<file path="config.mk">
export PLATFORM = sky130hd
export DESIGN_NAME = cio_control_io_decoder
export DESIGN_NICKNAME = d
export VERILOG_FILES = /design/src/cio_pkg.sv /design/src/cio_debounce.sv /design/src/cio_quad.sv /design/src/cio_control_io_decoder.sv
export SDC_FILE = /design/constraint.sdc
export NUM_CORES = 1
export LEC_CHECK = 0
export BUFFER_PORTS_ARGS = -buffer_cell sky130_fd_sc_hd__buf_2
export CAP_MARGIN = 0
export CORE_MARGIN = 1
export CORE_UTILIZATION = 45
export CTS_CLUSTER_DIAMETER = 150
export DETAILED_ROUTE_END_ITERATION = 6
export GPL_TIMING_DRIVEN = 0
export PLACE_DENSITY_LB_ADDON = 0.3
export SLEW_MARGIN = 40
export SYNTH_ARGS = -nofsm -noshare
export SYNTH_HDL_FRONTEND = slang
export SYNTH_SLANG_ARGS = --single-unit
</file>
<file path="constraint.sdc">
create_clock -name clk_i -period 10.9 [get_ports clk_i]
set_input_delay 1.635 -clock clk_i [delete_from_list [all_inputs] [get_ports clk_i]]
set_output_delay 1.635 -clock clk_i [all_outputs]
set_load 0.1 [all_outputs]
</file>
<file path="src/cio_pkg.sv">
/*
 * shared constants, register map and carrier types of the control-line
 * decoder; assumes a 50 MHz system clock and a 32-bit classic wishbone bus.
 */
// What this block does
// - backlight forced on while force input asserted
// - touch events ignored while lockout asserted
// - restart input causes full unit restart
// - work lines act only with external_source_option
// - work number equals binary lines plus one
// - zone input steps through enabled zones only
// - clear input clears results, judgment outputs, starts continuous
// - judgment mask holds all judgment outputs inactive
// - measure input acts only with external_signal_option
// - edge control: each rising edge toggles measuring
// - level control: assert starts, deassert stops
// - displacement zero captures present count as reference
// - load zero input requests digital zero
// - drive error, complete, trigger, judgment outputs
// - completion active when measurement finished
// - two-phase: count both edges, direction from phase
// - single-phase: count each phase A activation
package cio_pkg;
    // ------------------------------------------------------------
    // timing
    // ------------------------------------------------------------
    localparam int CLK_MHZ = 50; // system clock rate
    localparam int DEB_TIME_US = 1000; // contact debounce time
    localparam int WORK_TIME_US = 5000; // work lines settle time
    localparam int DEB_CYC = DEB_TIME_US * CLK_MHZ;
    localparam int WORK_CYC = WORK_TIME_US * CLK_MHZ;
    localparam int DEB_W = 17; // debounce counter width
    localparam int WORK_W = 20; // work settle counter width
    // ------------------------------------------------------------
    // widths and register map (byte addresses)
    // ------------------------------------------------------------
    localparam int N_IN = 13; // debounced control lines
    localparam int CNT_W = 16; // displacement counter width
    localparam int N_ZONE = 5;
    localparam logic [7:0] ADR_CTRL = 8'h00;
    localparam logic [7:0] ADR_ZONE_EN = 8'h04;
    localparam logic [7:0] ADR_STATUS = 8'h08;
    localparam logic [7:0] ADR_SELECT = 8'h0C;
    localparam logic [7:0] ADR_EVENTS = 8'h10;
    localparam logic [7:0] ADR_JUDGE = 8'h14;
    localparam logic [7:0] ADR_DISP = 8'h18;
    localparam logic [7:0] ADR_DZERO = 8'h1C;
    localparam logic [7:0] ADR_CMD = 8'h20;
    localparam logic [6:0] CTRL_RST = 7'h00;
    localparam logic [4:0] ZONE_EN_RST = 5'h1F;
    // control register fields
    localparam int C_WORK_EXT = 0;
    localparam int C_ZONE_EXT = 1;
    localparam int C_START_EXT = 2;
    localparam int C_STOP_EXT = 3;
    localparam int C_EDGE = 4;
    localparam int C_TWO_PH = 5;
    localparam int C_BL_ON = 6;
    // debounced input bit positions
    localparam int I_BL = 0, I_TOUCH = 1, I_RESTART = 2, I_W1 = 3;
    localparam int I_ZONE = 7, I_CLEAR = 8, I_MASK = 9, I_MEAS = 10;
    localparam int I_DZERO = 11, I_LZERO = 12;
    localparam int EV_W = 7; // sticky event count
    // ------------------------------------------------------------
    // carrier types
    // ------------------------------------------------------------
    typedef enum logic {MS_IDLE, MS_RUN} cio_meas_e;
    typedef struct packed {
        logic [2:0] band; // load hi/ok/lo band judgment
        logic [2:0] disp; // displacement hi/ok/lo
        logic [4:0] load; // upper_upper_limit..lower_lower_limit
    } cio_judge_s;
    typedef struct packed {
        logic unit_err;
        logic cell_err;
        logic complete;
        logic [1:0] trig;
    } cio_stat_s;
    localparam int JUDGE_W = $bits(cio_judge_s);
endpackage : cio_pkg

</file>
<file path="src/cio_debounce.sv">
/*
 * two-stage synchroniser and per-line debounce filter; assumes the lines
 * arrive asynchronously and bounce for less than the debounce time.
 */
`timescale 1ns/1ps
module cio_debounce
    import cio_pkg::*;
#(
    parameter int W = 1,
    parameter logic [DEB_W-1:0] CYC = DEB_W'(DEB_CYC)
)(
    // clock and reset
    input wire logic clk_i,
    input wire logic rst_i,
    // lines
    input wire logic [W-1:0] raw_i,
    output logic [W-1:0] clean_o
);
    genvar g;
    generate
        for (g = 0; g < W; g++)
        begin : g_line
            logic s1_reg; // first stage, read only by s2
            logic s2_reg;
            logic [DEB_W-1:0] cnt_reg;
            // ------------------------------------------------------------
            // synchroniser
            // ------------------------------------------------------------
            always_ff @(posedge clk_i)
            begin
                s1_reg <= rst_i ? 1'b0 : raw_i[g];
                s2_reg <= rst_i ? 1'b0 : s1_reg;
            end
            // filter: output follows only after CYC steady cycles
            always_ff @(posedge clk_i)
            begin
                if (rst_i || s2_reg == clean_o[g])
                    cnt_reg <= '0;
                else
                    cnt_reg <= cnt_reg + 1'b1;
            end
            always_ff @(posedge clk_i)
            begin
                if (rst_i)
                    clean_o[g] <= 1'b0;
                else if (cnt_reg >= CYC - 1'b1)
                    clean_o[g] <= s2_reg;
            end
        end
    endgenerate
endmodule : cio_debounce

</file>
<file path="src/cio_quad.sv">
/*
 * displacement pulse counter for phase A/B lines; assumes the lines are
 * already at logic level, asynchronous, and slower than a quarter clock.
 */
`timescale 1ns/1ps
module cio_quad
    import cio_pkg::*;
(
    // clock and reset
    input wire logic clk_i,
    input wire logic rst_i,
    // phase lines and mode
    input wire logic pha_i,
    input wire logic phb_i,
    input wire logic two_phase_i,
    output logic [CNT_W-1:0] count_o
);
    logic [1:0] a_reg, b_reg; // [0] first stage only
    logic a_old_reg, b_old_reg;
    logic a_chg, b_chg, dir_up;
    // ------------------------------------------------------------
    // synchronise, keep previous sample
    // ------------------------------------------------------------
    always_ff @(posedge clk_i)
    begin
        if (rst_i)
        begin
            a_reg <= '0;
            b_reg <= '0;
            a_old_reg <= 1'b0;
            b_old_reg <= 1'b0;
        end
        else
        begin
            a_reg <= {a_reg[0], pha_i};
            b_reg <= {b_reg[0], phb_i};
            a_old_reg <= a_reg[1];
            b_old_reg <= b_reg[1];
        end
    end
    assign a_chg = a_reg[1] ^ a_old_reg;
    assign b_chg = b_reg[1] ^ b_old_reg;
    // up when a leads b
    assign dir_up = a_chg ? (a_reg[1] != b_reg[1]) : (a_reg[1] == b_reg[1]);
    // counter; in two-phase mode a simultaneous a/b change is a lost step, not counted
    always_ff @(posedge clk_i)
    begin
        if (rst_i)
            count_o <= '0;
        else if (two_phase_i)
        begin
            if (a_chg ^ b_chg)
                count_o <= dir_up ? count_o + 1'b1 : count_o - 1'b1;
        end
        else if (a_chg && a_reg[1])
            count_o <= count_o + 1'b1;
    end
endmodule : cio_quad

</file>
<file path="src/cio_control_io_decoder.sv">
/*
 * control-line decoder top: turns isolated control inputs into unit
 * actions and drives the status and judgment lines. assumes the input
 * pins read 1 while asserted (either wiring variant) and a classic
 * wishbone master on the same clock.
 */
// Chosen here: the placing of the registers and register access over Wishbone.
`timescale 1ns/1ps
module cio_control_io_decoder
    import cio_pkg::*;
#(
    parameter logic [DEB_W-1:0] DEB_CYCLES = DEB_W'(DEB_CYC),
    parameter logic [WORK_W-1:0] WORK_CYCLES = WORK_W'(WORK_CYC)
)(
    // clock and reset
    input wire logic clk_i,
    input wire logic rst_i,
    // wishbone slave
    input wire logic cyc_i,
    input wire logic stb_i,
    input wire logic we_i,
    input wire logic [7:0] adr_i,
    input wire logic [3:0] sel_i,
    input wire logic [31:0] dat_i,
    output logic [31:0] dat_o,
    output logic ack_o,
    // control input pins, asynchronous
    input wire logic [N_IN-1:0] ctl_pins_i,
    input wire logic pha_i,
    input wire logic phb_i,
    // touch event path
    input wire logic touch_valid_i,
    output logic touch_valid_o,
    // unit actions
    output logic backlight_o,
    output logic touch_locked_o,
    output logic restart_o,
    output logic [4:0] work_num_o,
    output logic [2:0] zone_o,
    output logic measuring_o,
    output logic continuous_o,
    output logic disp_zero_o,
    output logic load_zero_o,
    // output lines
    output cio_stat_s stat_o,
    output cio_judge_s judge_o
);
    // ------------------------------------------------------------
    // declarations
    // ------------------------------------------------------------
    logic [N_IN-1:0] in_db; // debounced lines
    logic [N_IN-1:0] in_old_reg; // previous debounced lines
    logic [N_IN-1:0] rise, fall;
    logic [CNT_W-1:0] count; // raw displacement count
    logic [CNT_W-1:0] dzero_reg; // zero reference
    logic [6:0] ctrl_reg;
    logic [4:0] zone_en_reg;
    logic [EV_W-1:0] ev_reg, ev_set; // sticky events
    cio_judge_s res_reg; // stored judgment results
    cio_stat_s stat_reg;
    cio_meas_e ms_reg, ms_next;
    logic [3:0] wsel_old_reg;
    logic [WORK_W-1:0] wcnt_reg;
    logic [3:0] wsel;
    logic bus_req, wr, rd;
    logic [31:0] wmask;
    logic sw_start, sw_stop, ext_start, ext_stop;
    logic done_reg; // measurement finished flag

    // byte-lane mask, used by every writable register but stat_reg, which is gated by sel_i[1]
    function automatic logic [31:0] lanes(input logic [3:0] s);
        lanes = {{8{s[3]}}, {8{s[2]}}, {8{s[1]}}, {8{s[0]}}};
    endfunction : lanes

    // next enabled zone after z, or z itself when none enabled
    function automatic logic [2:0] next_zone(input logic [2:0] z,
                                             input logic [4:0] en);
        logic [2:0] c;
        c = z;
        next_zone = z;
        for (int k = 0; k < N_ZONE; k++)
        begin
            c = (c == 3'(N_ZONE - 1)) ? 3'h0 : c + 3'h1;
            if (en[c] && next_zone == z)
                next_zone = c;
        end
    endfunction : next_zone

    // ------------------------------------------------------------
    // input conditioning
    // ------------------------------------------------------------
    cio_debounce #(
        .W(N_IN),
        .CYC(DEB_CYCLES)
    ) u_deb (
        .clk_i(clk_i),
        .rst_i(rst_i),
        .raw_i(ctl_pins_i),
        .clean_o(in_db)
    );

    cio_quad u_quad (
        .clk_i(clk_i),
        .rst_i(rst_i),
        .pha_i(pha_i),
        .phb_i(phb_i),
        .two_phase_i(ctrl_reg[C_TWO_PH]),
        .count_o(count)
    );

    // edge detection on the clean lines only
    always_ff @(posedge clk_i)
    begin
        in_old_reg <= rst_i ? '0 : in_db;
    end
    assign rise = in_db & ~in_old_reg;
    assign fall = ~in_db & in_old_reg;
    assign wsel = in_db[I_W1+3:I_W1];

    // ------------------------------------------------------------
    // wishbone slave
    // ------------------------------------------------------------
    assign bus_req = cyc_i & stb_i & ~ack_o;
    assign wr = cyc_i & stb_i & we_i & ack_o; // lands on the ack edge
    assign rd = bus_req & ~we_i;
    assign wmask = lanes(sel_i);

    // one wait state: ack one cycle after the strobe, dropped next
    always_ff @(posedge clk_i)
    begin
        ack_o <= rst_i ? 1'b0 : bus_req;
    end

    // read mux; unmapped addresses read as zero but still ack
    always_ff @(posedge clk_i)
    begin
        if (rst_i)
            dat_o <= '0;
        else if (rd)
        begin
            unique case (adr_i)
                ADR_CTRL: dat_o <= 32'(ctrl_reg);
                ADR_ZONE_EN: dat_o <= 32'(zone_en_reg);
                ADR_STATUS: dat_o <= 32'({continuous_o, done_reg,
                                          measuring_o, in_db});
                ADR_SELECT: dat_o <= 32'({zone_o, 3'h0, work_num_o});
                ADR_EVENTS: dat_o <= 32'(ev_reg);
                ADR_JUDGE: dat_o <= 32'({stat_reg, res_reg});
                ADR_DISP: dat_o <= 32'(count - dzero_reg);
                ADR_DZERO: dat_o <= 32'(dzero_reg);
                default: dat_o <= 32'h0000_0000;
            endcase
        end
    end

    // control register: sources, trigger style, counter mode
    always_ff @(posedge clk_i)
    begin
        if (rst_i)
            ctrl_reg <= CTRL_RST;
        else if (wr && adr_i == ADR_CTRL)
            ctrl_reg <= (ctrl_reg & ~wmask[6:0]) | (dat_i[6:0] & wmask[6:0]);
    end

    // zone judgment enables
    always_ff @(posedge clk_i)
    begin
        if (rst_i)
            zone_en_reg <= ZONE_EN_RST;
        else if (wr && adr_i == ADR_ZONE_EN)
            zone_en_reg <= (zone_en_reg & ~wmask[4:0])
                         | (dat_i[4:0] & wmask[4:0]);
    end

    // software start/stop strobes
    assign sw_start = wr && adr_i == ADR_CMD && sel_i[0] && dat_i[0];
    assign sw_stop = wr && adr_i == ADR_CMD && sel_i[0] && dat_i[1];

    // ------------------------------------------------------------
    // sticky events: restart, clear, zeros, start, stop, work change
    // ------------------------------------------------------------
    assign ev_set = {wcnt_reg == WORK_CYCLES - 1'b1,
                     ms_reg == MS_RUN && ms_next == MS_IDLE,
                     ms_reg == MS_IDLE && ms_next == MS_RUN,
                     rise[I_LZERO], rise[I_DZERO], rise[I_CLEAR],
                     rise[I_RESTART]};
    // write one to clear; a new event in the same cycle wins
    always_ff @(posedge clk_i)
    begin
        if (rst_i)
            ev_reg <= '0;
        else if (wr && adr_i == ADR_EVENTS)
            ev_reg <= (ev_reg & ~(dat_i[EV_W-1:0] & wmask[EV_W-1:0]))
                    | ev_set;
        else
            ev_reg <= ev_reg | ev_set;
    end

    // ------------------------------------------------------------
    // simple actions
    // ------------------------------------------------------------
    // registered so glitch-free toward the panel and touch logic
    always_ff @(posedge clk_i)
    begin
        if (rst_i)
        begin
            backlight_o <= 1'b0;
            touch_locked_o <= 1'b0;
            touch_valid_o <= 1'b0;
            restart_o <= 1'b0;
            disp_zero_o <= 1'b0;
            load_zero_o <= 1'b0;
        end
        else
        begin
            backlight_o <= in_db[I_BL] | ctrl_reg[C_BL_ON];
            touch_locked_o <= in_db[I_TOUCH];
            touch_valid_o <= touch_valid_i & ~in_db[I_TOUCH];
            restart_o <= rise[I_RESTART];
            disp_zero_o <= rise[I_DZERO];
            load_zero_o <= rise[I_LZERO];
        end
    end
    // restart during a storage write may lose data; the controller
    // must avoid it, nothing here delays the pulse.

    // zero reference taken from the live count
    always_ff @(posedge clk_i)
    begin
        if (rst_i)
            dzero_reg <= '0;
        else if (rise[I_DZERO])
            dzero_reg <= count;
    end

    // ------------------------------------------------------------
    // work number: apply only after all four lines settle
    // ------------------------------------------------------------
    always_ff @(posedge clk_i)
    begin
        if (rst_i)
        begin
            wsel_old_reg <= '0;
            wcnt_reg <= '0;
        end
        else
        begin
            wsel_old_reg <= wsel;
            if (wsel != wsel_old_reg)
                wcnt_reg <= '0;
            else if (wcnt_reg != WORK_CYCLES)
                wcnt_reg <= wcnt_reg + 1'b1;
        end
    end
    always_ff @(posedge clk_i)
    begin
        if (rst_i)
            work_num_o <= 5'h01;
        else if (ctrl_reg[C_WORK_EXT]
                 && wcnt_reg == WORK_CYCLES - 1'b1)
            work_num_o <= {1'b0, wsel} + 5'h01;
    end

    // zone stepping on each assertion of the zone line
    always_ff @(posedge clk_i)
    begin
        if (rst_i)
            zone_o <= '0;
        else if (ctrl_reg[C_ZONE_EXT] && rise[I_ZONE])
            zone_o <= next_zone(zone_o, zone_en_reg);
    end

    // ------------------------------------------------------------
    // measurement start/stop
    // ------------------------------------------------------------
    always_comb
    begin
        ext_start = 1'b0;
        ext_stop = 1'b0;
        if (ctrl_reg[C_EDGE])
        begin
            // edge: each rise flips run state
            ext_start = rise[I_MEAS] && ms_reg == MS_IDLE;
            ext_stop = rise[I_MEAS] && ms_reg == MS_RUN;
        end
        else
        begin
            ext_start = rise[I_MEAS];
            ext_stop = fall[I_MEAS];
        end
        ext_start = ext_start & ctrl_reg[C_START_EXT];
        ext_stop = ext_stop & ctrl_reg[C_STOP_EXT];
    end

    always_comb
    begin
        ms_next = ms_reg;
        unique case (ms_reg)
            MS_IDLE: if (ext_start || sw_start) ms_next = MS_RUN;
            MS_RUN: if (ext_stop || sw_stop) ms_next = MS_IDLE;
        endcase
    end

    always_ff @(posedge clk_i)
    begin
        ms_reg <= rst_i ? MS_IDLE : ms_next;
    end
    assign measuring_o = (ms_reg == MS_RUN);

    // finished flag: set on stop, cleared on the next start
    always_ff @(posedge clk_i)
    begin
        if (rst_i || (ms_reg == MS_IDLE && ms_next == MS_RUN))
            done_reg <= 1'b0;
        else if (ms_reg == MS_RUN && ms_next == MS_IDLE)
            done_reg <= 1'b1;
    end

    // ------------------------------------------------------------
    // judgment results and output lines
    // ------------------------------------------------------------
    // clear line beats a software write landing in the same cycle
    always_ff @(posedge clk_i)
    begin
        if (rst_i || rise[I_CLEAR])
            res_reg <= '0;
        else if (wr && adr_i == ADR_JUDGE)
            res_reg <= (res_reg & ~wmask[JUDGE_W-1:0])
                     | (dat_i[JUDGE_W-1:0] & wmask[JUDGE_W-1:0]);
    end

    // continuous judgment runs from a clear until a measurement starts
    always_ff @(posedge clk_i)
    begin
        if (rst_i || (ms_reg == MS_IDLE && ms_next == MS_RUN))
            continuous_o <= 1'b0;
        else if (rise[I_CLEAR])
            continuous_o <= 1'b1;
    end

    // error and trigger levels come from software
    always_ff @(posedge clk_i)
    begin
        if (rst_i)
            stat_reg <= '0;
        else if (wr && adr_i == ADR_JUDGE && sel_i[1])
            stat_reg <= dat_i[JUDGE_W+4:JUDGE_W];
    end

    // line drivers, all from flip-flops
    always_ff @(posedge clk_i)
    begin
        if (rst_i)
        begin
            judge_o <= '0;
            stat_o <= '0;
        end
        else
        begin
            judge_o <= in_db[I_MASK] ? '0 : res_reg;
            stat_o.unit_err <= stat_reg.unit_err;
            stat_o.cell_err <= stat_reg.cell_err;
            stat_o.complete <= done_reg;
            stat_o.trig <= stat_reg.trig;
        end
    end

    // both wiring variants look alike here: the pin reads 1 while
    // shorted to return_terminal or fed with supply.
endmodule : cio_control_io_decoder

</file>
# After elaboration in Yosys (flattened, before gate mapping)
# Cells that the tools add are included.
word_totals:
  ram_bits: 0
  regBits: 436
  rom_bits: 0
  output_inout_bits: 65
  memories: 0
  latchBits: 0
classes:
  reduce_logical: 42
  n_addsub: 23
  magnitude_cmp: 18
  bitwise_logic: 37
  muxes: 40
  n_eq_ne: 36
  n_div: 0
  n_shift: 0
  n_mul: 0
op_table:
  columns: ["op", "count"]
  rows:
  - ["32-bit case mux with 8 select lines", 1]
  - ["17-bit by 1-bit adder with 17-bit output, second input constant", 13]
  - ["17-bit by 16-bit >= comparator with 1-bit output, second input constant", 13]
  - ["16-bit 2-to-1 mux", 4]
  - ["3-bit 2-to-1 mux", 18]
  - ["11-bit bitwise AND", 3]
  - ["8-bit by 5-bit == test with 1-bit output, second input constant", 4]
  - ["11-bit NOT", 2]
  - ["7-bit bitwise AND", 3]
  - ["7-bit bitwise OR", 3]
  - ["20-bit by 1-bit adder with 20-bit output, second input constant", 1]
  - ["20-bit by 18-bit == test with 1-bit output, second input constant", 1]
  - ["1-bit logical AND", 20]
  - ["3-bit by 4-bit less-than comparator with 1-bit output, second input constant", 5]
  - ["20-bit by 18-bit != test with 1-bit output, second input constant", 1]
  - ["1-bit logical OR", 17]
  - ["16-bit by 16-bit subtractor with 17-bit output", 1]
  - ["16-bit by 1-bit adder with 16-bit output, second input constant", 1]
  - ["8-bit by 4-bit == test with 1-bit output, second input constant", 2]
  - ["16-bit by 1-bit subtractor with 16-bit output, second input constant", 1]
  - ["3-bit by 1-bit adder with 3-bit output, second input constant", 5]
  - ["1-bit binary-select mux with 3-bit select", 5]
  - ["3-bit == test, second input constant", 5]
  - ["1-bit == test", 14]
  - ["25 further kinds", 53]

# Longest topological paths before layout
# Gate-level depths: netlist of the first run.
logic_depth:
  ltp_word: 25
  depth_mapped: 24
  depth_no_buf: 21

# Modules after synthesis
# A second synthesis of the first run with hierarchy kept.
unflattened:
  hier_cells: 2323
  area_unflattened_um2: 19671.4
modules_own_cells:
  columns: ["mod", "cells_each", "n_inst", "area_each_um2"]
  rows:
  - ["cio_debounce", 1263, 1, 10961.8]
  - ["cio_control_io_decoder", 900, 1, 7355.8]
  - ["cio_quad", 160, 1, 1353.8]

# Least setup slack after synthesis of the first run
# No wires, ideal clock.
synth_path:
  path_kind: "register -> register"
  start: "reg zone_o[0]"
  end: "reg zone_o[0]"
  path_buffers: 4
  setup_slack_ns: 4.724
  setup_ns: 0.079
  path_stages_with_launch: 23
  arrival_ns: 6.097
  required_ns: 10.821
  synth_period_minus_slack_ns: 6.176
  cell_sequence: "dfxtp_1 > buf_6 > clkbuf_1 > inv_1 > ha_1 > a21oi_1 > inv_1 > ha_1 > clkbuf_1 > inv_1 > ha_1 > clkbuf_1 > nor2b_1 > nand4_1 > o311a_1 > nand2b_1 > o221a_2 > or4_4 > or2_1 > nor2_1 > mux2_2 > mux2_1 > a211oi_2"
synth_via:
  elab_chain_len: 25
  elab_cells_between_ends: 46
synth_lines:
  columns: ["element", "line", "source"]
  rows:
  - ["start: declaration", "cio_control_io_decoder.sv:39", "output logic [2:0] zone_o,"]
  - ["start signal: assignment", "cio_control_io_decoder.sv:270", "zone_o <= next_zone(zone_o, zone_en_reg);"]
  - ["3-bit by 1-bit adder with 3-bit output or 3-bit == test (tied branches)", "cio_control_io_decoder.sv:83", "c = (c == 3'(N_ZONE - 1)) ? 3'h0 : c + 3'h1;"]
  - ["3-bit 2-to-1 mux", "cio_control_io_decoder.sv:83", null]
  - ["1-bit binary-select mux with 3-bit select", "cio_control_io_decoder.sv:84", "if (en[c] && next_zone == z)"]
  - ["1-bit 2-to-1 mux (implied by the code)", "cio_control_io_decoder.sv:84", null]
  - ["3-bit 2-to-1 mux", "cio_control_io_decoder.sv:84", null]
  - ["3-bit 2-to-1 mux", "cio_control_io_decoder.sv:269", "else if (ctrl_reg[C_ZONE_EXT] && rise[I_ZONE])"]
  - ["3-bit 2-to-1 mux", "cio_control_io_decoder.sv:267", "if (rst_i)"]
  - ["3-bit == test", "cio_control_io_decoder.sv:84", null]
  - ["[... 9 more ...]", null, null]
  - ["3-bit == test", "cio_control_io_decoder.sv:84", null]
  - ["1-bit logical AND", "cio_control_io_decoder.sv:84", null]
  - ["3-bit 2-to-1 mux", "cio_control_io_decoder.sv:84", null]
  - ["3-bit 2-to-1 mux", "cio_control_io_decoder.sv:269", null]
  - ["3-bit 2-to-1 mux", "cio_control_io_decoder.sv:267", null]
  - ["3-bit == test", "cio_control_io_decoder.sv:84", null]
  - ["1-bit logical AND", "cio_control_io_decoder.sv:84", null]
  - ["3-bit 2-to-1 mux (*)", "cio_control_io_decoder.sv:84", null]
# Mark *: on every way between the ends. The rest lies on a longest branch, timed or not. The select of a mux whose other input is x is not followed.
# A chain may end at the register's enable or synchronous reset.

# Final worst setup path of the first run
# Ends and elaborated chain as after synthesis.

==> results.sh, run 1 <==
export IMPL_power_density_nw_per_um2=147
export IMPL_setup_worst_path_end_class="flip-flop"
export IMPL_cap_viol_max_count=0
export IMPL_starting_utilization_of_the_core_area_pct=45.8
export IMPL_placement_io_buffers=110
export IMPL_setup_total_negative_slack_ns=0
export IMPL_route_final_wire_length_um=47200
export IMPL_synth_area_leaders="sky130_fd_sc_hd__dfxtp_1 44%, sky130_fd_sc_hd__nor2_1 6.2%, sky130_fd_sc_hd__xor2_1 6.2%"
export IMPL_clkTransAtPathRegs_ns=0.06
export IMPL_dp_slack_ns=4.14
export IMPL_worst_pin_slew_ns=0.889
export IMPL_numPlacedInstances=2853
export IMPL_wl_per_cell_um=16.1
export IMPL_min_period_ns=6.92
export IMPL_drt_first_pass_iters=5
export IMPL_placeableCoreArea_sq_um=40900
export IMPL_first_pass_grt_wire_length_um=75700
export IMPL_holdCritPathClass="flip-flop to flip-flop"
export IMPL_design_area_sq_um=21500
export IMPL_clock_sinks=414
export IMPL_pwr_share_seq_pct=48.5
export IMPL_cts_tree="done"
export IMPL_core_rowCount=74
export IMPL_cts_htree_levels=2
export IMPL_die_y_um=206
export IMPL_drt_vias_per_instance=5.43
export IMPL_cts_buffers=45
export IMPL_area_overhead_of_the_layout_relative_to_synthesis_pct=14.8
export IMPL_drt_iter0_markers=1006
export IMPL_p_leak_nw=7.98
export IMPL_antenna_found_initial=2
export IMPL_synth_top_cell_by_area="sky130_fd_sc_hd__dfxtp_1"
export IMPL_synthFlopType="sky130_fd_sc_hd__dfxtp_1"
export IMPL_report_final_hold_viol_count=0
export IMPL_timing_setup_critical_path_class="flip-flop to flip-flop"
export IMPL_period_share_pct=63.5
export IMPL_critical_path_peak_fanout=10
export IMPL_comb_power_share_pct=2.2
export IMPL_globalplace_congestion=0.943
export IMPL_ys_warnings_count=0
export IMPL_cts_hold_buffers_added=0
export IMPL_timing_critical_path_max_delay_family="compound AO/OA/AOI/OAI gates"
export IMPL_grt_use_total_pct=22.2
export IMPL_worstPathCellList="buf_6 -> clkbuf_1 -> inv_1 -> ha_1 -> a21oi_1 -> inv_1 -> ha_1 -> clkbuf_1 -> inv_1 -> ha_1 -> clkbuf_1 -> mux2i_1 -> o311ai_0 -> o2bb2ai_1 -> nor4b_1 -> o32ai_2 -> a211oi_2 -> mux2i_1 -> o311ai_1 -> a221o_1 -> nor3_1 -> mux2_1 -> a211oi_2"
export IMPL_via_count=15900
export IMPL_postSynthNetCount=2318
export IMPL_clkPwrFrac_pct=49.3
export IMPL_setup_ws_ns=3.98
export IMPL_reg2regPathDepth=23
export IMPL_yosys_register_bits=414
export IMPL_maxClockFrequency_ghz=0.145
export IMPL_min_delay_path_depth=1
export IMPL_asyncSetResetFlopFracSynth_pct=0
export IMPL_synth_edf_count=0
export IMPL_swShare_pct=21.3
export IMPL_placed_area_sq_um=20000
export IMPL_die_area_sq_um=42400
export IMPL_reg2reg_from="zone_o[0]"
export IMPL_drc=0
export IMPL_first_global_vias=14900
export IMPL_yosysMostFrequentCell="sky130_fd_sc_hd__dfxtp_1"
export IMPL_required_ns=11.37
export IMPL_cp_start_kind="flip-flop"
export IMPL_final_hold_worst_slack_ns=0.417
export IMPL_post_synth_instance_area_sq_um=18700
export IMPL_crit_cells=23
export IMPL_final_cells=2934
export IMPL_netlist_cell_type_count=79
export IMPL_holdCritStartpoint="in_old_reg[12]"
export IMPL_netlist_top_cells_count="414 x sky130_fd_sc_hd__dfxtp_1, 310 x sky130_fd_sc_hd__nor2_1, 235 x sky130_fd_sc_hd__nand2_1, 146 x sky130_fd_sc_hd__a21oi_1, 132 x sky130_fd_sc_hd__xor2_1"
export IMPL_setup_violations=0
export IMPL_hpwlAfterDp_um=34700
export IMPL_top_level_ports=130
export IMPL_clock_insertion_delay_worst_skew_ns=0.57
export IMPL_nNetsFinal=2475
export IMPL_postCtsSetupRepairBufs=0
export IMPL_post_synth_inst_count=2211
export IMPL_slowest_delay_ns=0.44
export IMPL_grt_remaining_overflow=0
export IMPL_critPathSlowestCell="sky130_fd_sc_hd__nor4b_1"
export IMPL_synth_top_cell_area_share_pct=44.3
export IMPL_largest_reg_flops=221
export IMPL_critPathArrivalTime_ns=7.39
export IMPL_outcome="complete, no violations"
export IMPL_worstSetupStartpoint="zone_o[0]"
export IMPL_cts_root_buffer="sky130_fd_sc_hd__clkbuf_16"
export IMPL_post_route_cells_drive_above_1_share_pct=10.3
export IMPL_cts_buffer_depth=3
export IMPL_timing_critical_path_buf_inv=7
export IMPL_die_w_um=206
export IMPL_cts_resized=0
export IMPL_switchingPower_mw=0.671
export IMPL_grt_max_degree=18
export IMPL_final_max_slew_violation_count=0
export IMPL_max_slew_margin_rel_pct=40.8
export IMPL_fin_worst_skew_ns=0.0167
export IMPL_route_antenna_remaining_nets=0
export IMPL_synth_sequential_area_ratio_pct=44.3
export IMPL_p_int_mw=2.48
export IMPL_register_to_register_setup_slack_ns=3.98
export IMPL_rsz0062_at_grt="no"
export IMPL_vdd_drop_max_mv=0.110
export IMPL_avgSynthCellArea_sq_um=8.47
-- power groups by stage --
stage | registers, mW | clock network [mW] | logic, mW
4_1_cts | 1.53 | 1.58 | 0.0696
5_1_grt | 1.53 | 1.65 | 0.0762
6_report | 1.53 | 1.55 | 0.0696
3_3_place_gp | 1.56 | 0 | 0.0678
2_1_floorplan | 1.56 | 0 | 0.0347
3_5_place_dp | 1.56 | 0 | 0.0693
-- final timing paths --
kind,to
min reg2reg,load_zero_o
max,zone_o[0]
max reg2reg,zone_o[0]
min,load_zero_o
-- layout make-up --
class,instances,area [sq um]
diodes,2,5.00
plain buffers,90,422
clock buffers,58,1270
clock inverters,21,240
fillers,3838,19400
inverters,70,265
multi-input cells,1637,9780
flip-flops and latches,414,8290
well taps,532,666
repair buffers,110,551
-- metrics by stage --
| step | total power, mW | util, % |
|---|---|---|
| after global routing | 3.26 | 52.5 |
| after detailed placement | 1.63 | 48.8 |
| after CTS | 3.18 | 52.5 |
| after global placement | 1.63 | 48.7 |
| after floorplan | 1.60 | - |
| final | 3.15 | 52.5 |
-- layout by cell type, fill, tap and decap left out, types with 5 or more instances in the layout --
cell type | Yosys | routed
sky130_fd_sc_hd__a22oi_1 | 19 | 19
sky130_fd_sc_hd__clkbuf_1 | 66 | 70
sky130_fd_sc_hd__nand4_1 | 48 | 48
sky130_fd_sc_hd__a22o_1 | 5 | 5
sky130_fd_sc_hd__or3_1 | 58 | 58
sky130_fd_sc_hd__a222oi_1 | 8 | 8
sky130_fd_sc_hd__a211oi_1 | 6 | 6
sky130_fd_sc_hd__or4_1 | 6 | 6
sky130_fd_sc_hd__nor4_1 | 23 | 23
sky130_fd_sc_hd__dfxtp_1 | 414 | 414
sky130_fd_sc_hd__nand3_1 | 95 | 95
sky130_fd_sc_hd__a21o_1 | 8 | 8
sky130_fd_sc_hd__and2_1 | 16 | 16
sky130_fd_sc_hd__a221oi_1 | 9 | 9
sky130_fd_sc_hd__a31o_2 | 6 | 6
sky130_fd_sc_hd__and3_1 | 43 | 43
sky130_fd_sc_hd__nor3_2 | 1 | 7
sky130_fd_sc_hd__nor3_1 | 41 | 35
sky130_fd_sc_hd__clkbuf_8 | 0 | 5
sky130_fd_sc_hd__a31oi_1 | 27 | 27
sky130_fd_sc_hd__clkbuf_16 | 0 | 47
sky130_fd_sc_hd__nor2_1 | 310 | 310
sky130_fd_sc_hd__a21oi_1 | 146 | 146
sky130_fd_sc_hd__clkinv_2 | 0 | 13
sky130_fd_sc_hd__buf_2 | 1 | 111
sky130_fd_sc_hd__nand2_1 | 235 | 235
sky130_fd_sc_hd__bufinv_16 | 0 | 5
sky130_fd_sc_hd__buf_4 | 15 | 15
sky130_fd_sc_hd__xor2_1 | 132 | 132
sky130_fd_sc_hd__mux2i_1 | 39 | 39
sky130_fd_sc_hd__or2_0 | 5 | 5
sky130_fd_sc_hd__or2_2 | 6 | 6
sky130_fd_sc_hd__ha_1 | 41 | 41
sky130_fd_sc_hd__o21ai_0 | 87 | 87
sky130_fd_sc_hd__xnor2_1 | 78 | 78
sky130_fd_sc_hd__nor2b_1 | 58 | 58
sky130_fd_sc_hd__inv_1 | 69 | 69
sky130_fd_sc_hd__mux2_2 | 5 | 5
sky130_fd_sc_hd__nand2b_1 | 9 | 9
-- kinds of logic after synthesis --
kind of cell	after synthesis	synth area share (%)
flops	414	44.3
mux	46	2.53
buf+inv	160	3.65
simple gates	972	24.6
compound gates	367	12.3
xor+xnor	210	9.82
fa+ha+maj	42	2.85
-- per-layer routing --
layer  vias to the layer above  global-route usage (%)  part of all wire, %
met5                         -                       0                0.025
li1                       7957                       -                    -
met4                         2                    6.20                  2.3
met1                      7543                    29.0                   45
met3                        80                    4.97                  6.7
met2                       361                    36.6                   46
(Power assumes the default switching activity.)
==> inputs of run 2 (changes only) <==
- clock period: 10.9 -> 6.9 ns (I/O delays scaled with it)
==> results.sh, run 2 (same netlist as run 1, synthesis figures left out) <==
export IMPL_outcome="complete, no violations"
export IMPL_vdd_drop_max_mv=0.173
export IMPL_die_area_sq_um=42400
export IMPL_die_w_um=206
export IMPL_critPathArrivalTime_ns=6.93
export IMPL_largest_reg_flops=221
export IMPL_setup_total_negative_slack_ns=0
export IMPL_pwr_share_seq_pct=48.5
export IMPL_setup_worst_path_end_class="flip-flop"
export IMPL_area_overhead_of_the_layout_relative_to_synthesis_pct=14.8
export IMPL_multiInputGateArea_sq_um=9790
export IMPL_first_global_vias=14900
export IMPL_die_y_um=206
export IMPL_post_route_cells_drive_above_1_share_pct=10.4
export IMPL_cts_buffer_depth=3
export IMPL_regArea_sq_um=8290
export IMPL_design_area_sq_um=21500
export IMPL_placeableCoreArea_sq_um=40900
export IMPL_cts_htree_levels=2
export IMPL_timing_setup_critical_path_class="flip-flop to flip-flop"
export IMPL_hpwlAfterDp_um=34700
export IMPL_clock_insertion_delay_worst_skew_ns=0.57
export IMPL_route_antenna_remaining_nets=0
export IMPL_core_rowCount=74
export IMPL_grt_max_degree=18
export IMPL_globalplace_congestion=0.943
export IMPL_maxClockFrequency_ghz=0.155
export IMPL_final_common_cell="sky130_fd_sc_hd__dfxtp_1"
export IMPL_first_pass_grt_wire_length_um=75700
export IMPL_cts_resized=0
export IMPL_dp_slack_ns=0.139
export IMPL_setup_ws_ns=0.440
export IMPL_top_level_ports=130
export IMPL_p_int_mw=3.92
export IMPL_comb_power_share_pct=2.2
export IMPL_power_total_mw=4.98
export IMPL_clkPwrFrac_pct=49.3
export IMPL_final_cell_mix="414 x sky130_fd_sc_hd__dfxtp_1, 310 x sky130_fd_sc_hd__nor2_1, 235 x sky130_fd_sc_hd__nand2_1"
export IMPL_placed_area_sq_um=20000
export IMPL_report_final_hold_viol_count=0
export IMPL_cap_viol_max_count=0
export IMPL_cts_tree="done"
export IMPL_drc=0
export IMPL_setup_violations=0
export IMPL_wl_per_cell_um=16.1
export IMPL_starting_utilization_of_the_core_area_pct=45.8
export IMPL_min_period_ns=6.46
export IMPL_cts_buffers=45
export IMPL_final_max_slew_violation_count=0
export IMPL_max_slew_margin_rel_pct=41.5
export IMPL_cp_start_kind="flip-flop"
export IMPL_switchingPower_mw=1.06
export IMPL_critPathSlowestCell="sky130_fd_sc_hd__ha_2"
export IMPL_drt_first_pass_iters=6
export IMPL_drt_vias_per_instance=5.44
export IMPL_fin_worst_skew_ns=0.0162
export IMPL_clkTransAtPathRegs_ns=0.06
export IMPL_route_final_wire_length_um=47100
export IMPL_power_density_nw_per_um2=232
export IMPL_required_ns=7.37
export IMPL_via_count=15900
export IMPL_cts_hold_buffers_added=0
export IMPL_antenna_found_initial=2
export IMPL_drt_iter0_markers=1120
export IMPL_final_hold_worst_slack_ns=0.421
export IMPL_nNetsFinal=2474
export IMPL_grt_use_total_pct=22.2
export IMPL_fillerInstances=3841
export IMPL_holdCritPathClass="flip-flop to flip-flop"
export IMPL_swShare_pct=21.3
export IMPL_p_leak_nw=7.98
export IMPL_rsz0062_at_grt="no"
export IMPL_worst_pin_slew_ns=0.878
export IMPL_critical_path_peak_fanout=10
export IMPL_crit_top_cell="sky130_fd_sc_hd__inv_1"
export IMPL_cts_root_buffer="sky130_fd_sc_hd__clkbuf_16"
export IMPL_clock_sinks=414
export IMPL_worstPathCellList="buf_6 -> clkbuf_2 -> inv_1 -> ha_1 -> a21oi_1 -> inv_1 -> ha_1 -> clkbuf_1 -> inv_1 -> ha_2 -> mux2i_1 -> o311ai_0 -> o2bb2ai_1 -> nor4b_1 -> o32ai_2 -> a211oi_2 -> mux2i_1 -> o311ai_1 -> a221o_1 -> nor3_1 -> mux2_1 -> a211oi_2"
export IMPL_grt_remaining_overflow=0
export IMPL_slowest_delay_ns=0.49
export IMPL_period_share_pct=93.6
export IMPL_postCtsSetupRepairBufs=0
export IMPL_placement_io_buffers=110
==> run 2: power groups by stage <==
stage / Sequential, mW / Combinational [mW] / Clock [mW]
detailed placement: 2.47 / 0.109 / 0
CTS: 2.41 / 0.110 / 2.50
finish: 2.41 / 0.110 / 2.45
global placement: 2.47 / 0.107 / 0
global route: 2.41 / 0.120 / 2.61
floorplan: 2.47 / 0.0548 / 0
==> run 2: critical path, delay by kind of cell (launching register included) <==
| kind | cells | cell delay [ns] |
|---|---|---|
| AOI/OAI and AO/OA | 8 | 2.09 |
| and+or+nand+nor | 2 | 0.76 |
| DFF | 1 | 0.39 |
| muxes | 3 | 0.76 |
| adders and majority gates | 3 | 1.11 |
| buffers and inverters | 6 | 1.25 |
==> run 2: routing by layer <==
layer	vias up	GRT usage [%]	wire length, um
met3	84	4.97	3070
met1	7535	29.0	21300
met2	367	36.6	21600
met5	-	0	12
li1	7955	-	-
met4	2	6.20	1150
==> run 2: final timing paths <==
path / from / cells past startpoint / slack, ns / to
min: in_old_reg[12] / 1 / 0.42 / load_zero_o
max reg2reg: zone_o[0] / 22 / 0.44 / zone_o[0]
min reg2reg: in_old_reg[12] / 1 / 0.42 / load_zero_o
max: zone_o[0] / 22 / 0.44 / zone_o[0]
==> run 2: metrics by stage <==
step                utilization, %  cells
floorplan                        -   2211
global placement              48.7   2853
finish                        52.5   2933
detailed placement            48.8   2853
global route                  52.5   2931
CTS                           52.5   2932
==> run 2: area by class of cell <==
cell class | count | area share [%]
multi-input cells | 1637 | 45.5
flip-flops and latches | 414 | 38.6
clock buffers | 58 | 5.90
well taps | 532 | 3.10
repair buffers | 110 | 2.56
plain buffers | 89 | 1.96
inverters | 70 | 1.23
clock inverters | 21 | 1.12
diodes | 2 | 0.0233
==> inputs of run 3 (changes only) <==
- CTS_BUF_LIST: unset -> sky130_fd_sc_hd__clkbuf_4
==> results.sh, run 3 (same netlist as run 1, synthesis figures left out) <==
export IMPL_outcome="complete, no violations"
export IMPL_route_final_wire_length_um=47500
export IMPL_critical_path_peak_fanout=10
export IMPL_swShare_pct=23.6
export IMPL_critPathSlowestCell="sky130_fd_sc_hd__ha_2"
export IMPL_design_area_sq_um=21200
export IMPL_worst_pin_slew_ns=0.878
export IMPL_cts_resized=0
export IMPL_min_period_ns=6.42
export IMPL_cts_root_buffer="sky130_fd_sc_hd__clkbuf_4"
export IMPL_timing_setup_critical_path_class="flip-flop to flip-flop"
export IMPL_top_level_ports=130
export IMPL_placement_io_buffers=110
export IMPL_die_area_sq_um=42400
export IMPL_final_common_cell="sky130_fd_sc_hd__dfxtp_1"
export IMPL_globalRouteMet3Util_pct=5.68
export IMPL_clkPwrFrac_pct=43.7
export IMPL_comb_power_share_pct=2.5
export IMPL_power_density_nw_per_um2=211
export IMPL_crit_top_cell="sky130_fd_sc_hd__inv_1"
export IMPL_nNetsFinal=2537
export IMPL_report_final_hold_viol_count=0
export IMPL_max_slew_margin_rel_pct=41.5
export IMPL_cap_viol_max_count=0
export IMPL_drc=0
export IMPL_drt_iter0_markers=989
export IMPL_setup_worst_path_end_class="flip-flop"
export IMPL_vdd_drop_max_mv=0.108
export IMPL_wl_per_cell_um=15.6
export IMPL_cts_hold_buffers_added=0
export IMPL_globalplace_congestion=0.943
export IMPL_final_cell_mix="414 x sky130_fd_sc_hd__dfxtp_1, 310 x sky130_fd_sc_hd__nor2_1, 235 x sky130_fd_sc_hd__nand2_1"
export IMPL_hpwlAfterDp_um=34700
export IMPL_p_leak_nw=7.98
export IMPL_drt_vias_per_instance=5.38
export IMPL_switchingPower_mw=1.06
export IMPL_core_rowCount=74
export IMPL_first_global_vias=15400
export IMPL_utilization_pct=51.9
export IMPL_p_int_mw=3.42
export IMPL_setup_total_negative_slack_ns=0
export IMPL_cts_buffers=107
export IMPL_area_overhead_of_the_layout_relative_to_synthesis_pct=13.5
export IMPL_starting_utilization_of_the_core_area_pct=45.8
export IMPL_critPathArrivalTime_ns=7.10
export IMPL_fin_worst_skew_ns=0.0655
export IMPL_worstPathCellList="buf_6 -> clkbuf_2 -> inv_1 -> ha_1 -> a21oi_1 -> inv_1 -> ha_1 -> clkbuf_1 -> inv_1 -> ha_2 -> mux2i_1 -> o311ai_0 -> o2bb2ai_1 -> nor4b_1 -> o32ai_2 -> a211oi_2 -> mux2i_1 -> o311ai_1 -> a221o_1 -> nor3_1 -> mux2_1 -> a211oi_2"
export IMPL_first_pass_grt_wire_length_um=76200
export IMPL_grt_max_degree=18
export IMPL_timing_critical_path_buf_inv=6
export IMPL_rsz0062_at_grt="no"
export IMPL_clock_sinks=414
export IMPL_global_route_usage_met2_pct=36.6
export IMPL_placed_area_sq_um=20000
export IMPL_period_share_pct=93.1
export IMPL_grt_use_total_pct=22.4
export IMPL_pwr_share_seq_pct=53.8
export IMPL_antenna_found_initial=2
export IMPL_setup_violations=0
export IMPL_grt_remaining_overflow=0
export IMPL_die_w_um=206
export IMPL_final_max_slew_violation_count=0
export IMPL_power_total_mw=4.48
export IMPL_route_antenna_remaining_nets=0
export IMPL_largest_reg_flops=221
export IMPL_cts_htree_levels=3
export IMPL_holdCritPathClass="flip-flop to flip-flop"
export IMPL_cts_tree="done"
export IMPL_cp_start_kind="flip-flop"
export IMPL_via_count=16300
export IMPL_maxClockFrequency_ghz=0.156
export IMPL_clock_insertion_delay_worst_skew_ns=0.81
export IMPL_required_ns=7.57
export IMPL_slowest_delay_ns=0.49
export IMPL_post_route_cells_drive_above_1_share_pct=13.3
export IMPL_timing_critical_path_max_delay_family="compound AO/OA/AOI/OAI gates"
export IMPL_die_y_um=206
export IMPL_global_route_usage_met1_pct=28.3
export IMPL_placeableCoreArea_sq_um=40900
export IMPL_cts_buffer_depth=3
export IMPL_clkTransAtPathRegs_ns=0.07
export IMPL_drt_first_pass_iters=6
export IMPL_postCtsSetupRepairBufs=0
export IMPL_globalRoute_busiestLayer="met2"
==> run 3: cell count changes in the layout (fill, tap and decap cells not counted), sizes merged <==
cell and change:
buf +2, bufinv -5, clkbuf +90, clkinv +16, diode +1
==> run 3: worst paths after layout <==
| kind | start | endpoint | slack (ns) | cells past startpoint |
|---|---|---|---|---|
| worst max-delay path | zone_o[0] | zone_o[0] | 0.48 | 22 |
| worst max register to register | zone_o[0] | zone_o[0] | 0.48 | 22 |
| worst min register to register | in_old_reg[12] | load_zero_o | 0.42 | 1 |
| worst min-delay path | in_old_reg[12] | load_zero_o | 0.42 | 1 |
==> run 3: through the flow <==
step	hold slack, ns	setup slack [ns]	instances
6_report	0.421	0.476	3037
5_1_grt	0.366	0.110	3037
3_5_place_dp	0.401	0.139	2853
2_1_floorplan	0.378	0.724	2211
3_3_place_gp	0.393	0.236	2853
4_1_cts	0.357	0.0849	3034
==> run 3: final cells by class <==
| cell class | instances | area (sq um) |
|---|---|---|
| multi-input combinational | 1637 | 9790 |
| fill | 3929 | 19700 |
| clock inverter | 32 | 135 |
| timing repair buffer | 111 | 562 |
| sequential | 414 | 8290 |
| buffer | 89 | 419 |
| tap | 532 | 666 |
| clock buffer | 149 | 1120 |
| inverter | 70 | 265 |
| antenna | 3 | 7.51 |
==> run 3: power groups by stage <==
stage / logic, mW / registers (mW) / clock network [mW]
2_1_floorplan: 0.0548 / 2.47 / 0
3_3_place_gp: 0.107 / 2.47 / 0
3_5_place_dp: 0.109 / 2.47 / 0
4_1_cts: 0.110 / 2.41 / 2.03
5_1_grt: 0.121 / 2.41 / 2.17
6_report: 0.110 / 2.41 / 1.96
==> run 3: layer usage <==
metal	vias to the layer above	share of wire (%)
met2	444	46
li1	8152	-
met5	-	0
met4	0	2.6
met1	7647	44
met3	92	7.1
==> run 3: worst reg2reg max path: stages (launching register included) <==
cell	delay (ns)
sky130_fd_sc_hd__dfxtp_1	0.39
sky130_fd_sc_hd__buf_6	0.17
sky130_fd_sc_hd__clkbuf_2	0.25
sky130_fd_sc_hd__inv_1	0.14
sky130_fd_sc_hd__ha_1	0.34
sky130_fd_sc_hd__a21oi_1	0.29
sky130_fd_sc_hd__inv_1	0.13
sky130_fd_sc_hd__ha_1	0.28
sky130_fd_sc_hd__clkbuf_1	0.35
sky130_fd_sc_hd__inv_1	0.21
sky130_fd_sc_hd__ha_2	0.49
sky130_fd_sc_hd__mux2i_1	0.13
sky130_fd_sc_hd__o311ai_0	0.13
sky130_fd_sc_hd__o2bb2ai_1	0.15
sky130_fd_sc_hd__nor4b_1	0.45
sky130_fd_sc_hd__o32ai_2	0.23
sky130_fd_sc_hd__a211oi_2	0.44
sky130_fd_sc_hd__mux2i_1	0.24
sky130_fd_sc_hd__o311ai_1	0.12
sky130_fd_sc_hd__a221o_1	0.42
sky130_fd_sc_hd__nor3_1	0.30
sky130_fd_sc_hd__mux2_1	0.38
sky130_fd_sc_hd__a211oi_2	0.29
